--- src/rtl/soc_pkg.sv ---
// Package: register map, setup-field layout, output codes and carried types for the output conditioning block
package soc_pkg;

    // Register byte addresses, one aligned word each; index = byte address / 4
    localparam logic [7:0] REG_LIN_GAIN    = 8'h00;
    localparam logic [7:0] REG_LIN_OFFSET  = 8'h04;
    localparam logic [7:0] REG_OUT_GAIN    = 8'h08;
    localparam logic [7:0] REG_OUT_OFFSET  = 8'h0c;
    localparam logic [7:0] REG_CLAMP_HIGH  = 8'h10;
    localparam logic [7:0] REG_CLAMP_LOW   = 8'h14;
    localparam logic [7:0] REG_CUST_CFG    = 8'h18;
    localparam logic [7:0] REG_LINEARIZATION_POINT_BASE  = 8'h20;  // 16 setpoints, 8'h20..8'h5c
    localparam logic [7:0] REG_SAMPLE      = 8'h60;  // Read only: raw sample input
    localparam logic [7:0] REG_RESULT      = 8'h64;  // Read only: conditioned output word
    localparam logic [7:0] REG_STATUS      = 8'h68;  // Read only: live state bits

    // Customer configuration field positions
    localparam int CFG_LOCK    = 0;
    localparam int CFG_DIAGOFF = 1;
    localparam int CFG_LATCH   = 2;
    localparam int CFG_OVOFF   = 3;
    localparam int CFG_COMM    = 4;
    localparam int CFG_NORMAL  = 5;
    localparam int CFG_BAND    = 7;
    localparam int CFG_SHORT_L = 8;
    localparam int CFG_RATE_L  = 10;
    localparam int CFG_SHIFT_L = 12;

    // Range setting 0 takes its window from bit 22 down, each step one bit lower
    localparam logic [2:0] WIN_SHIFT_MAX = 3'h7;

    // Short handling codes
    localparam logic [1:0] SHORT_OFF  = 2'h0;
    localparam logic [1:0] SHORT_HIGH = 2'h1;
    localparam logic [1:0] SHORT_GND  = 2'h2;
    localparam logic [1:0] SHORT_TRI  = 2'h3;

    // PWM rate codes and resolutions
    localparam logic [1:0] RATE_2K    = 2'h3;
    localparam int         RES_FAST   = 11;
    localparam int         RES_NORMAL = 12;

    // Numeric limits
    localparam logic signed [17:0] LIN_MAX  = 18'sh07fff;  // Linearizer input ceiling
    localparam logic signed [17:0] LIN_MIN  = 18'sh00000;
    localparam int                 SEG_BITS = 11;           // 32768 / 16 segments

    // Supply thresholds in millivolts
    localparam logic [15:0] UV_EXT_MV  = 16'h0ed8;  // 3.8 V
    localparam logic [15:0] OV_EXT_MV  = 16'h2328;  // 9 V
    localparam logic [15:0] UV_NORM_MV = 16'h1068;  // 4.2 V
    localparam logic [15:0] OV_NORM_MV = 16'h1770;  // 6 V

    // Output behaviour selection carried as one word
    typedef struct packed {
        logic       errForce;     // Output forced to error mode
        logic       bandLow;      // Error band low when set
        logic       pwmInvert;    // Period starts low when set
        logic       shortActive;  // Short detection armed
        logic [1:0] shortMode;
        logic       commEnable;
        logic       ovEnable;
    } soc_outctl_t;

    typedef struct packed {
        logic [15:0] underMv;
        logic [15:0] overMv;
    } soc_supply_t;

endpackage

--- src/rtl/soc_output_conditioning.sv ---
// Output conditioning: input scaling, 16-segment linearizer, output scaling, clamps and setup decode
//
// Design decisions made here: the strobed register port and the address map.
`timescale 1ns/1ps

module soc_output_conditioning #(
    parameter int IS_PWM = 0
) (
    input  wire logic               mclk,
    input  wire logic               rst,
    input  wire logic [7:0]         regAddr,
    input  wire logic [31:0]        regWdata,
    input  wire logic               regWr,
    input  wire logic               regRd,
    output logic [31:0]             regRdata,
    input  wire logic [21:0]        filteredSample,
    input  wire logic               diagError,
    input  wire logic               overVoltage,
    input  wire logic               shortDetected,
    output logic [15:0]             outLevel,
    output logic [11:0]             pwmDuty,
    output logic                    pwmFast,
    output soc_pkg::soc_outctl_t    outCtl,
    output soc_pkg::soc_supply_t    supplyTh,
    output logic                    diagFlag,
    output logic                    memLocked
);

    // Only the analog and the PWM variant exist
    if (IS_PWM != 0 && IS_PWM != 1) begin : g_bad_variant
        $error("IS_PWM must be 0 or 1");
    end

    ////////////////////////////////////////////////////////////////////////////
    // State

    typedef struct packed {
        logic [15:0]          linGain;
        logic [15:0]          linOffset;
        logic [15:0]          outGain;
        logic [15:0]          outOffset;
        logic [15:0]          clampHigh;
        logic [15:0]          clampLow;
        logic [15:0]          custCfg;
        logic [16*16-1:0]     linearization_point;
        logic                 lockAtReset;   // Lock bit seen at power-up
        logic                 armed;         // Capture done after reset
        logic                 diagHeld;
        logic [14:0]          linIn;         // Pipeline stage 1
        logic [15:0]          linOut;        // Pipeline stage 2
        logic [31:0]          rdata;
        logic [15:0]          level;
        logic [11:0]          duty;
        logic                 fast;
        soc_pkg::soc_outctl_t ctl;
        soc_pkg::soc_supply_t sup;
        logic                 flag;
    } soc_state_t;

    soc_state_t st;
    soc_state_t next_st;

    localparam int SEG_BITS_W = soc_pkg::SEG_BITS;

    // Combinational scratch
    logic        [15:0] window;
    logic signed [33:0] scaled;
    logic signed [17:0] satIn;
    logic        [3:0]  seg;
    logic        [SEG_BITS_W-1:0] frac;
    logic signed [16:0] spLo;
    logic signed [16:0] spHi;
    logic signed [29:0] interp;
    logic signed [33:0] outScaled;
    logic signed [17:0] outSat;
    logic               locked;
    logic               diagNow;

    ////////////////////////////////////////////////////////////////////////////
    // Next-state logic

    always_comb begin
        next_st = st;
        locked  = st.custCfg[soc_pkg::CFG_LOCK];

        // Range window out of the 22-bit filtered word
        // Setting n keeps bits 22-n down to 7-n; setting 0 pads the top with zero
        window = 16'(filteredSample >> (soc_pkg::WIN_SHIFT_MAX - st.custCfg[soc_pkg::CFG_SHIFT_L +: 3]));

        // Input scaling, gain is Q1.15
        scaled = 34'($signed(window) * $signed(st.linGain)) + 34'($signed({st.linOffset, 15'h0000}));
        satIn  = 18'(scaled >>> 15);
        // Saturate so interpolation never sees out-of-range values
        if (satIn > soc_pkg::LIN_MAX) begin
            satIn = soc_pkg::LIN_MAX;
        end else if (satIn < soc_pkg::LIN_MIN) begin
            satIn = soc_pkg::LIN_MIN;
        end
        next_st.linIn = satIn[14:0];

        // Linearizer: equal segments, setpoints add to the identity line
        seg  = st.linIn[14:11];
        frac = st.linIn[10:0];
        spLo = (seg == 4'h0) ? 17'sh00000 : 17'($signed(st.linearization_point[16*(seg-4'h1) +: 16]));
        spHi = 17'($signed(st.linearization_point[16*seg +: 16]));
        interp = 30'(spLo) * 30'sd2048 + 30'(spHi - spLo) * 30'($signed({1'b0, frac}));
        next_st.linOut = 16'(18'($signed({1'b0, st.linIn})) + 18'(interp >>> soc_pkg::SEG_BITS));

        // Output scaling and clamping
        outScaled = 34'($signed(st.linOut) * $signed(st.outGain))
                  + 34'($signed({st.outOffset, 15'h0000}));
        outSat = 18'(outScaled >>> 15);
        if (outSat > 18'($signed(st.clampHigh))) begin
            outSat = 18'($signed(st.clampHigh));
        end
        if (outSat < 18'($signed(st.clampLow))) begin
            outSat = 18'($signed(st.clampLow));
        end
        next_st.level = outSat[15:0];
        next_st.fast  = (IS_PWM == 1) && st.custCfg[soc_pkg::CFG_RATE_L +: 2] == soc_pkg::RATE_2K;
        next_st.duty  = next_st.fast ? {1'b0, outSat[14:4]} : outSat[14:3];

        // Diagnosis latch holds while CFG_LATCH is set; without it the flag follows the inputs
        diagNow = diagError || (overVoltage && !st.custCfg[soc_pkg::CFG_OVOFF]);
        if (st.custCfg[soc_pkg::CFG_LATCH]) begin
            next_st.diagHeld = st.diagHeld || diagNow;
        end else begin
            next_st.diagHeld = diagNow;
        end
        next_st.flag = next_st.diagHeld;

        // Lock sampled once after reset release gates short detection; custCfg is still cleared then, so it never arms
        if (!st.armed) begin
            next_st.armed       = 1'b1;
            next_st.lockAtReset = locked;
        end

        next_st.ctl.shortMode   = st.custCfg[soc_pkg::CFG_SHORT_L +: 2];
        next_st.ctl.shortActive = st.lockAtReset && st.custCfg[soc_pkg::CFG_SHORT_L +: 2] != soc_pkg::SHORT_OFF;
        next_st.ctl.bandLow     = (IS_PWM == 0) && locked && st.custCfg[soc_pkg::CFG_BAND];
        next_st.ctl.pwmInvert   = (IS_PWM == 1) && locked && st.custCfg[soc_pkg::CFG_BAND];
        next_st.ctl.errForce    = !st.custCfg[soc_pkg::CFG_DIAGOFF]
                                  && (st.diagHeld || (shortDetected && st.ctl.shortActive));
        next_st.ctl.commEnable  = st.custCfg[soc_pkg::CFG_COMM];
        next_st.ctl.ovEnable    = !st.custCfg[soc_pkg::CFG_OVOFF];
        next_st.sup.underMv     = st.custCfg[soc_pkg::CFG_NORMAL] ? soc_pkg::UV_NORM_MV : soc_pkg::UV_EXT_MV;
        next_st.sup.overMv      = st.custCfg[soc_pkg::CFG_NORMAL] ? soc_pkg::OV_NORM_MV : soc_pkg::OV_EXT_MV;

        // Register writes; once locked only the lock stays, memory frozen
        if (regWr && !locked) begin
            case (regAddr)
                soc_pkg::REG_LIN_GAIN:   next_st.linGain   = regWdata[15:0];
                soc_pkg::REG_LIN_OFFSET: next_st.linOffset = regWdata[15:0];
                soc_pkg::REG_OUT_GAIN:   next_st.outGain   = regWdata[15:0];
                soc_pkg::REG_OUT_OFFSET: next_st.outOffset = regWdata[15:0];
                soc_pkg::REG_CLAMP_HIGH: next_st.clampHigh = regWdata[15:0];
                soc_pkg::REG_CLAMP_LOW:  next_st.clampLow  = regWdata[15:0];
                soc_pkg::REG_CUST_CFG:   next_st.custCfg   = {1'b0, regWdata[14:7], 1'b0, regWdata[5:0]};
                default: begin
                    if (regAddr >= soc_pkg::REG_LINEARIZATION_POINT_BASE && regAddr < soc_pkg::REG_SAMPLE
                        && regAddr[1:0] == 2'h0) begin
                        // Index counts from the first setpoint word, not from address zero
                        next_st.linearization_point[16*(4'((regAddr - soc_pkg::REG_LINEARIZATION_POINT_BASE) >> 2))+:16] = regWdata[15:0];
                    end
                end
            endcase
        end

        // Read data valid the cycle after the strobe only
        next_st.rdata = 32'h00000000;
        if (regRd) begin
            case (regAddr)
                soc_pkg::REG_LIN_GAIN:   next_st.rdata = {16'h0000, st.linGain};
                soc_pkg::REG_LIN_OFFSET: next_st.rdata = {16'h0000, st.linOffset};
                soc_pkg::REG_OUT_GAIN:   next_st.rdata = {16'h0000, st.outGain};
                soc_pkg::REG_OUT_OFFSET: next_st.rdata = {16'h0000, st.outOffset};
                soc_pkg::REG_CLAMP_HIGH: next_st.rdata = {16'h0000, st.clampHigh};
                soc_pkg::REG_CLAMP_LOW:  next_st.rdata = {16'h0000, st.clampLow};
                soc_pkg::REG_CUST_CFG:   next_st.rdata = {16'h0000, st.custCfg};
                soc_pkg::REG_SAMPLE:     next_st.rdata = {10'h000, filteredSample};
                soc_pkg::REG_RESULT:     next_st.rdata = {16'h0000, st.level};
                soc_pkg::REG_STATUS:     next_st.rdata = {24'h000000, 4'h0, st.lockAtReset,
                                                           st.ctl.errForce, st.diagHeld, locked};
                default: begin
                    if (regAddr >= soc_pkg::REG_LINEARIZATION_POINT_BASE && regAddr < soc_pkg::REG_SAMPLE
                        && regAddr[1:0] == 2'h0) begin
                        next_st.rdata = {16'h0000, st.linearization_point[16*(4'((regAddr - soc_pkg::REG_LINEARIZATION_POINT_BASE) >> 2))+:16]};
                    end
                end
            endcase
        end
    end

    ////////////////////////////////////////////////////////////////////////////
    // State register; reset clears everything, lock is captured after release

    always_ff @(posedge mclk or posedge rst) begin
        if (rst) begin
            st <= '0;
        end else begin
            st <= next_st;
        end
    end

    // Outputs straight from flip-flops
    assign regRdata  = st.rdata;
    assign outLevel  = st.level;
    assign pwmDuty   = st.duty;
    assign pwmFast   = st.fast;
    assign outCtl    = st.ctl;
    assign supplyTh  = st.sup;
    assign diagFlag  = st.flag;
    assign memLocked = st.custCfg[soc_pkg::CFG_LOCK];
endmodule

--- config.mk ---
export PLATFORM = sky130hd
export DESIGN_NAME = soc_output_conditioning
export DESIGN_NICKNAME = d
export VERILOG_FILES = /design/src/rtl/soc_pkg.sv /design/src/rtl/soc_output_conditioning.sv
export SDC_FILE = /design/constraint.sdc
export NUM_CORES = 2
export LEC_CHECK = 0
export BUFFER_PORTS_ARGS = -buffer_cell sky130_fd_sc_hd__buf_2
export CAP_MARGIN = 30
export CORE_MARGIN = 10
export CORE_UTILIZATION = 50
export DETAILED_ROUTE_END_ITERATION = 7
export HOLD_SLACK_MARGIN = 0.08
export PLACE_DENSITY = 0.74
export SYNTH_ARGS = -nofsm -noshare
export SYNTH_HDL_FRONTEND = slang
export SYNTH_SLANG_ARGS = --single-unit
--- constraint.sdc ---
create_clock -name mclk -period 22.7 [get_ports mclk]
set_input_delay 3.405 -clock mclk [delete_from_list [all_inputs] [get_ports mclk]]
set_output_delay 3.405 -clock mclk [all_outputs]
set_load 0.1 [all_outputs]
## Word-level counts from Yosys, hierarchy flattened

Cells that the tools add are included.

| cells by class | value |
|---|---|
| shift-type cells | 6 |
| reduce and logical (&&, ||, !) cells | 27 |
| mux-type cells | 12 |
| order comparisons | 6 |
| add/sub/neg operators | 9 |
| bitwise gates (word level) | 1 |
| eq/ne operators | 9 |
| multipliers | 3 |

Operators by type and width:

| operator | count |
|---|---|
| 256-bit by 9-bit indexed part select with 16-bit output | 2 |
| 256-bit bitwise mux | 1 |
| 16-bit by 34-bit variable shift with 256-bit output, first input constant | 1 |
| 16-bit by 34-bit indexed part select with 256-bit output | 1 |
| 256-bit by 33-bit indexed part select with 16-bit output | 1 |
| 22-bit case mux with 10 select lines | 1 |
| 32-bit by 31-bit adder with 33-bit output | 2 |
| 16-bit by 16-bit multiplier with 32-bit output | 2 |
| 8-bit negator with 34-bit output | 1 |
| 16-bit 2-to-1 mux | 2 |
| 15-bit 2-to-1 mux | 2 |
| 27-bit adder | 1 |
| 18-bit by 12-bit multiplier with 27-bit output | 1 |
| 8-bit by 5-bit equality test with 1-bit output, second input constant | 3 |
| 8-bit by 7-bit equality test with 1-bit output, second input constant | 3 |
| 22-bit 2-to-1 mux | 1 |
| 22-bit by 3-bit right shift with 16-bit output | 1 |
| 18-bit by 16-bit > comparator with 1-bit output | 1 |
| 18-bit by 16-bit > comparator with 1-bit output, second input constant | 1 |
| 18-bit by 1-bit less-than comparator with 1-bit output, second input constant | 1 |
| 18-bit by 16-bit less-than comparator with 1-bit output | 1 |
| 18-bit 2-to-1 mux | 1 |
| 16-bit by 17-bit subtractor with 18-bit output | 1 |
| 17-bit 2-to-1 mux | 1 |
| other kinds (22) | 40 |

| word-level totals | value |
|---|---|
| bits of input ports | 69 |
| output and inout port bits | 103 |
| bits in registers | 494 |

## Depth between registers and ports, before layout

| depth | value |
|---|---|
| depth after elaboration | 7 |
| gate-level depth with buffers | 54 |

## Least setup slack after synthesis

No wires, ideal clock.

| path | value |
|---|---|
| path type | register to register |
| start point | register st (netlist bit seg[0]) |
| end point | register st[117] (netlist bit) |
| cell stages (with the launch flop) | 55 |
| data arrival time | 12.008 ns |
| slack | 10.612 ns |
| period minus slack after synthesis | 12.088 ns |
| library setup time | 0.080 ns |
| path through | dfrtp_1 clkbuf_1 buf_1 clkbuf_1 inv_1 ha_1 clkbuf_1 buf_1 buf_1 clkbuf_1 mux4_2 mux2i_1 nand2_1 o211ai_1 ha_1 nor2b_1 o21ai_1 a21oi_1 [... 19 more ...] o21ai_0 a21o_1 a41oi_1 nor2b_1 o21a_1 o21a_1 nor2_1 ha_1 nand2_1 nor3_1 o41ai_1 nand4b_1 a21oi_1 o21bai_1 a31o_1 a21o_1 a21oi_1 xnor2_1 |

RTL lines:

| element | RTL line | source |
|---|---|---|
| from (decl) | soc_output_conditioning.sv:60 | `soc_state_t st;` |
| from (signal assigned) | soc_output_conditioning.sv:201 | `st <= next_st;` |

==> flow_summary_export.csv <==
group,metric,value,unit
die,core_area,107000,µm²
global_route,grt_pass1_wl,246,mm
detailed_routing,first_pass_iters,8,
yosys,yosysTopAreaCell,"fa_1",
yosys,synth_warnings,0,
clocking,cts_made_buffers,47,
die,dieArea,122000,µm²
worst_setup_path,crit_path_end_kind,"flop",
clocking,cts_tree,"yes",
worst_setup_path,worstSetupStartpointType,"flop",
detailed_routing,wl,159,mm
yosys,synth_top_cells_by_area,"fa_1 (28%), dfrtp_1 (21%), mux4_2 (9.5%), ha_1 (7.4%), inv_1 (6.3%)",
yosys,ys_ff_latch,447,
yosys,synth_edf_count,0,
sta,finalSetupViolCount,0,
hold_path,hold_path.class,"flop to flop",
clocking,clk_pin_slew,0.06,ns
yosys,synthFlopType,"dfrtp_1",
placement,io_buffers,129,
worst_setup_path,critPathArrivalTime,13.02,ns
clocking,cts_buffer_depth,3,
sta,clock-skew-final,0.0189,ns
worst_setup_path,criticalPathCategory,"flop to flop",
yosys,syn_inst,5323,
worst_setup_path,crit_slowest_cell,"dfrtp_4",
layout,regArea,11200,µm²
sta,hold_viol,0,
die,io_pins,172,
detailed_routing,wl_per_cell,24.0,µm
layout,nNetsFinal,6329,
sta,setup_ws,10.21,ns
layout,utilization,53.2,%
yosys,seq_area_frac_synth,20.7,%
clocking,cts_setup_buffers,0,
sta,tightest_slew,1.08,ns
clocking,cts_max_level,2,
worst_setup_path,cp_top_family,"adder cells",
global_route,grt_pass1_vias,42100,
die,chipHeight,349,µm
status,status,"finished, final reports clean",
die,start_util,50.5,%
clocking,holdBufCountCts,0,
clocking,root_buffer,"clkbuf_16",
yosys,yosys.area.top_type_share,27.6,%
worst_setup_path,crit_fanout,37,
worst_setup_path,crit_buf_inv,7,
placement,gp_congestion,0.954,
run,cap_violations,0,
detailed_routing,viasPerCell,6.05,
detailed_routing,ant_nets,0,
sta,period_share,55.0,%
layout,drive_above_1_share,13.2,%
global_route,grt_use_total,26.3,%
placement,pre_cts_ws,10.34,ns
global_route,grt-ovfl-total,0,
die,die_w,349,µm
worst_setup_path,required,23.24,ns
yosys,ys_top_cells_by_count,"inv_1 (903), nand2_1 (803), fa_1 (746), dfrtp_1 (447), ha_1 (322)",
die,fp-row-count,120,
layout,multi_input_area,37700,µm²
clocking,clk_latency,0.63,ns
clocking,clock_sinks,447,
yosys,yosysMostFrequentCell,"inv_1",
clocking,cts-resized-gates,0,
global_route,antenna_found_initial,23,
sta,fmax,0.0801,GHz
sta,fin_crit,12.49,ns
sta,drv_slew,0,
global_route,grt_max_degree,177,
placement,dp_hpwl,117,mm
detailed_routing,drc,0,
worst_setup_path,cp_slowest_stage_delay,0.87,ns
detailed_routing,vias,40200,
detailed_routing,drtIter0Drc,4331,
layout,fillers,9394,
sta,rsz0062_at_grt,"false",
yosys,syn_area,54100,µm²
yosys,avgSynthCellArea,10.2,µm²
sta,setup_tns,0,ns
yosys,yosysUniqueCellTypes,75,
sta,slew_headroom,26.8,%
layout,syn_to_final_growth,5.39,%
yosys,synthArstFlopShare,100,%
[sequential cells by signal, summed over array words and instances, names as in the netlist]
signal     flops
frac          11
st           379
memLocked      1
outCtl         7
seg            4
diagFlag       1
regRdata      22
supplyTh       3
pwmDuty       11
outLevel       5
next_st        3
[final timing paths]
path,start,endpoint,slack [ns],cells past startpoint
setup / recovery,seg[0],st[117],10.21,47
hold / removal,next_st[34],outCtl[1],0.51,0
setup reg to reg,seg[0],st[117],10.21,47
hold reg to reg,next_st[34],outCtl[1],0.51,0
max in group asynchronous,rst,regRdata[8],17.34,5
min in group asynchronous,rst,st[258],2.76,2
[routing by layer]
metal | part of all wire [%] | routed length, µm | track usage [%] | up-vias
li1 | - | - | - | 16900
met1 | 37 | 59300 | 33.8 | 20400
met2 | 44 | 70600 | 40.1 | 2375
met3 | 14 | 22100 | 9.91 | 443
met4 | 4.6 | 7270 | 10.5 | 26
met5 | 0.10 | 161 | 0 | -
[through the flow]
| stage | std cells | hold slack [ns] | instance area (µm²) |
|---|---|---|---|
| global placement | 6534 | 0.462 | 55200 |
| floorplan | 5348 | 0.371 | 54200 |
| finish | 6634 | 0.510 | 57000 |
| global route | 6633 | 0.507 | 57000 |
| CTS | 6626 | 0.498 | 56900 |
| detailed placement | 6540 | 0.473 | 55300 |
[layout make-up]
class | instances | share of cell area (%)
Multi-Input combinational cell | 3585 | 66.2
Sequential cell | 447 | 19.6
Timing Repair Buffer | 201 | 2.28
Antenna cell | 2 | 0.00878
Clock inverter | 20 | 0.406
Clock buffer | 66 | 2.40
Inverter | 910 | 6.00
Tap cell | 1403 | 3.08
[worst reg2reg max path, delay by kind of cell (launching register included)]
kind	cells	cell delay, ns
adders and majority gates	9	4.22
AOI/OAI and AO/OA	19	3.94
buffers and inverters	7	1.27
and+or+nand+nor	8	1.02
DFF	1	0.87
muxes	2	0.84
xor gates and xnor gates	2	0.23
[kinds of logic (layout without fill, tap and decap cells)]
| kind of cell | count (synthesis) | count (layout) | share of synthesized area (%) |
|---|---|---|---|
| adders and majority gates | 1068 | 1068 | 35.0 |
| other | 2 | 29 | 0.0139 |
| buffers and inverters | 1316 | 1197 | 9.88 |
| and+or+nand+nor | 1352 | 1352 | 11.5 |
| xor gates and xnor gates | 106 | 106 | 1.72 |
| DFF | 447 | 447 | 20.7 |
| AOI/OAI and AO/OA | 603 | 603 | 7.58 |
| muxes | 429 | 429 | 13.6 |
[cells in the final DEF, fill, tap and decap left out, types with 20 or more instances in the layout]
| cell type | n |
|---|---|
| clkbuf_16 | 48 |
| ha_1 | 321 |
| buf_4 | 67 |
| mux4_2 | 228 |
| a21oi_1 | 71 |
| inv_1 | 902 |
| nand2b_1 | 24 |
| nor2b_1 | 38 |
| o21ai_1 | 119 |
| xor2_1 | 27 |
| xnor2_1 | 77 |
| conb_1 | 27 |
| nor2_1 | 72 |
| nor3_1 | 26 |
| o31ai_1 | 168 |
| nand3_1 | 34 |
| and2_1 | 281 |
| mux2_2 | 143 |
| a21o_1 | 29 |
| o211ai_1 | 20 |
| fa_1 | 746 |
| o21a_1 | 28 |
| nand2_1 | 790 |
| a22oi_1 | 21 |
| buf_2 | 127 |
| o21ai_0 | 32 |
| mux2i_1 | 38 |
| nand4_1 | 20 |
| dfrtp_1 | 445 |
Power is not shown: default switching activity piles up to over one toggle a cycle in this logic, so the estimate is an artifact.
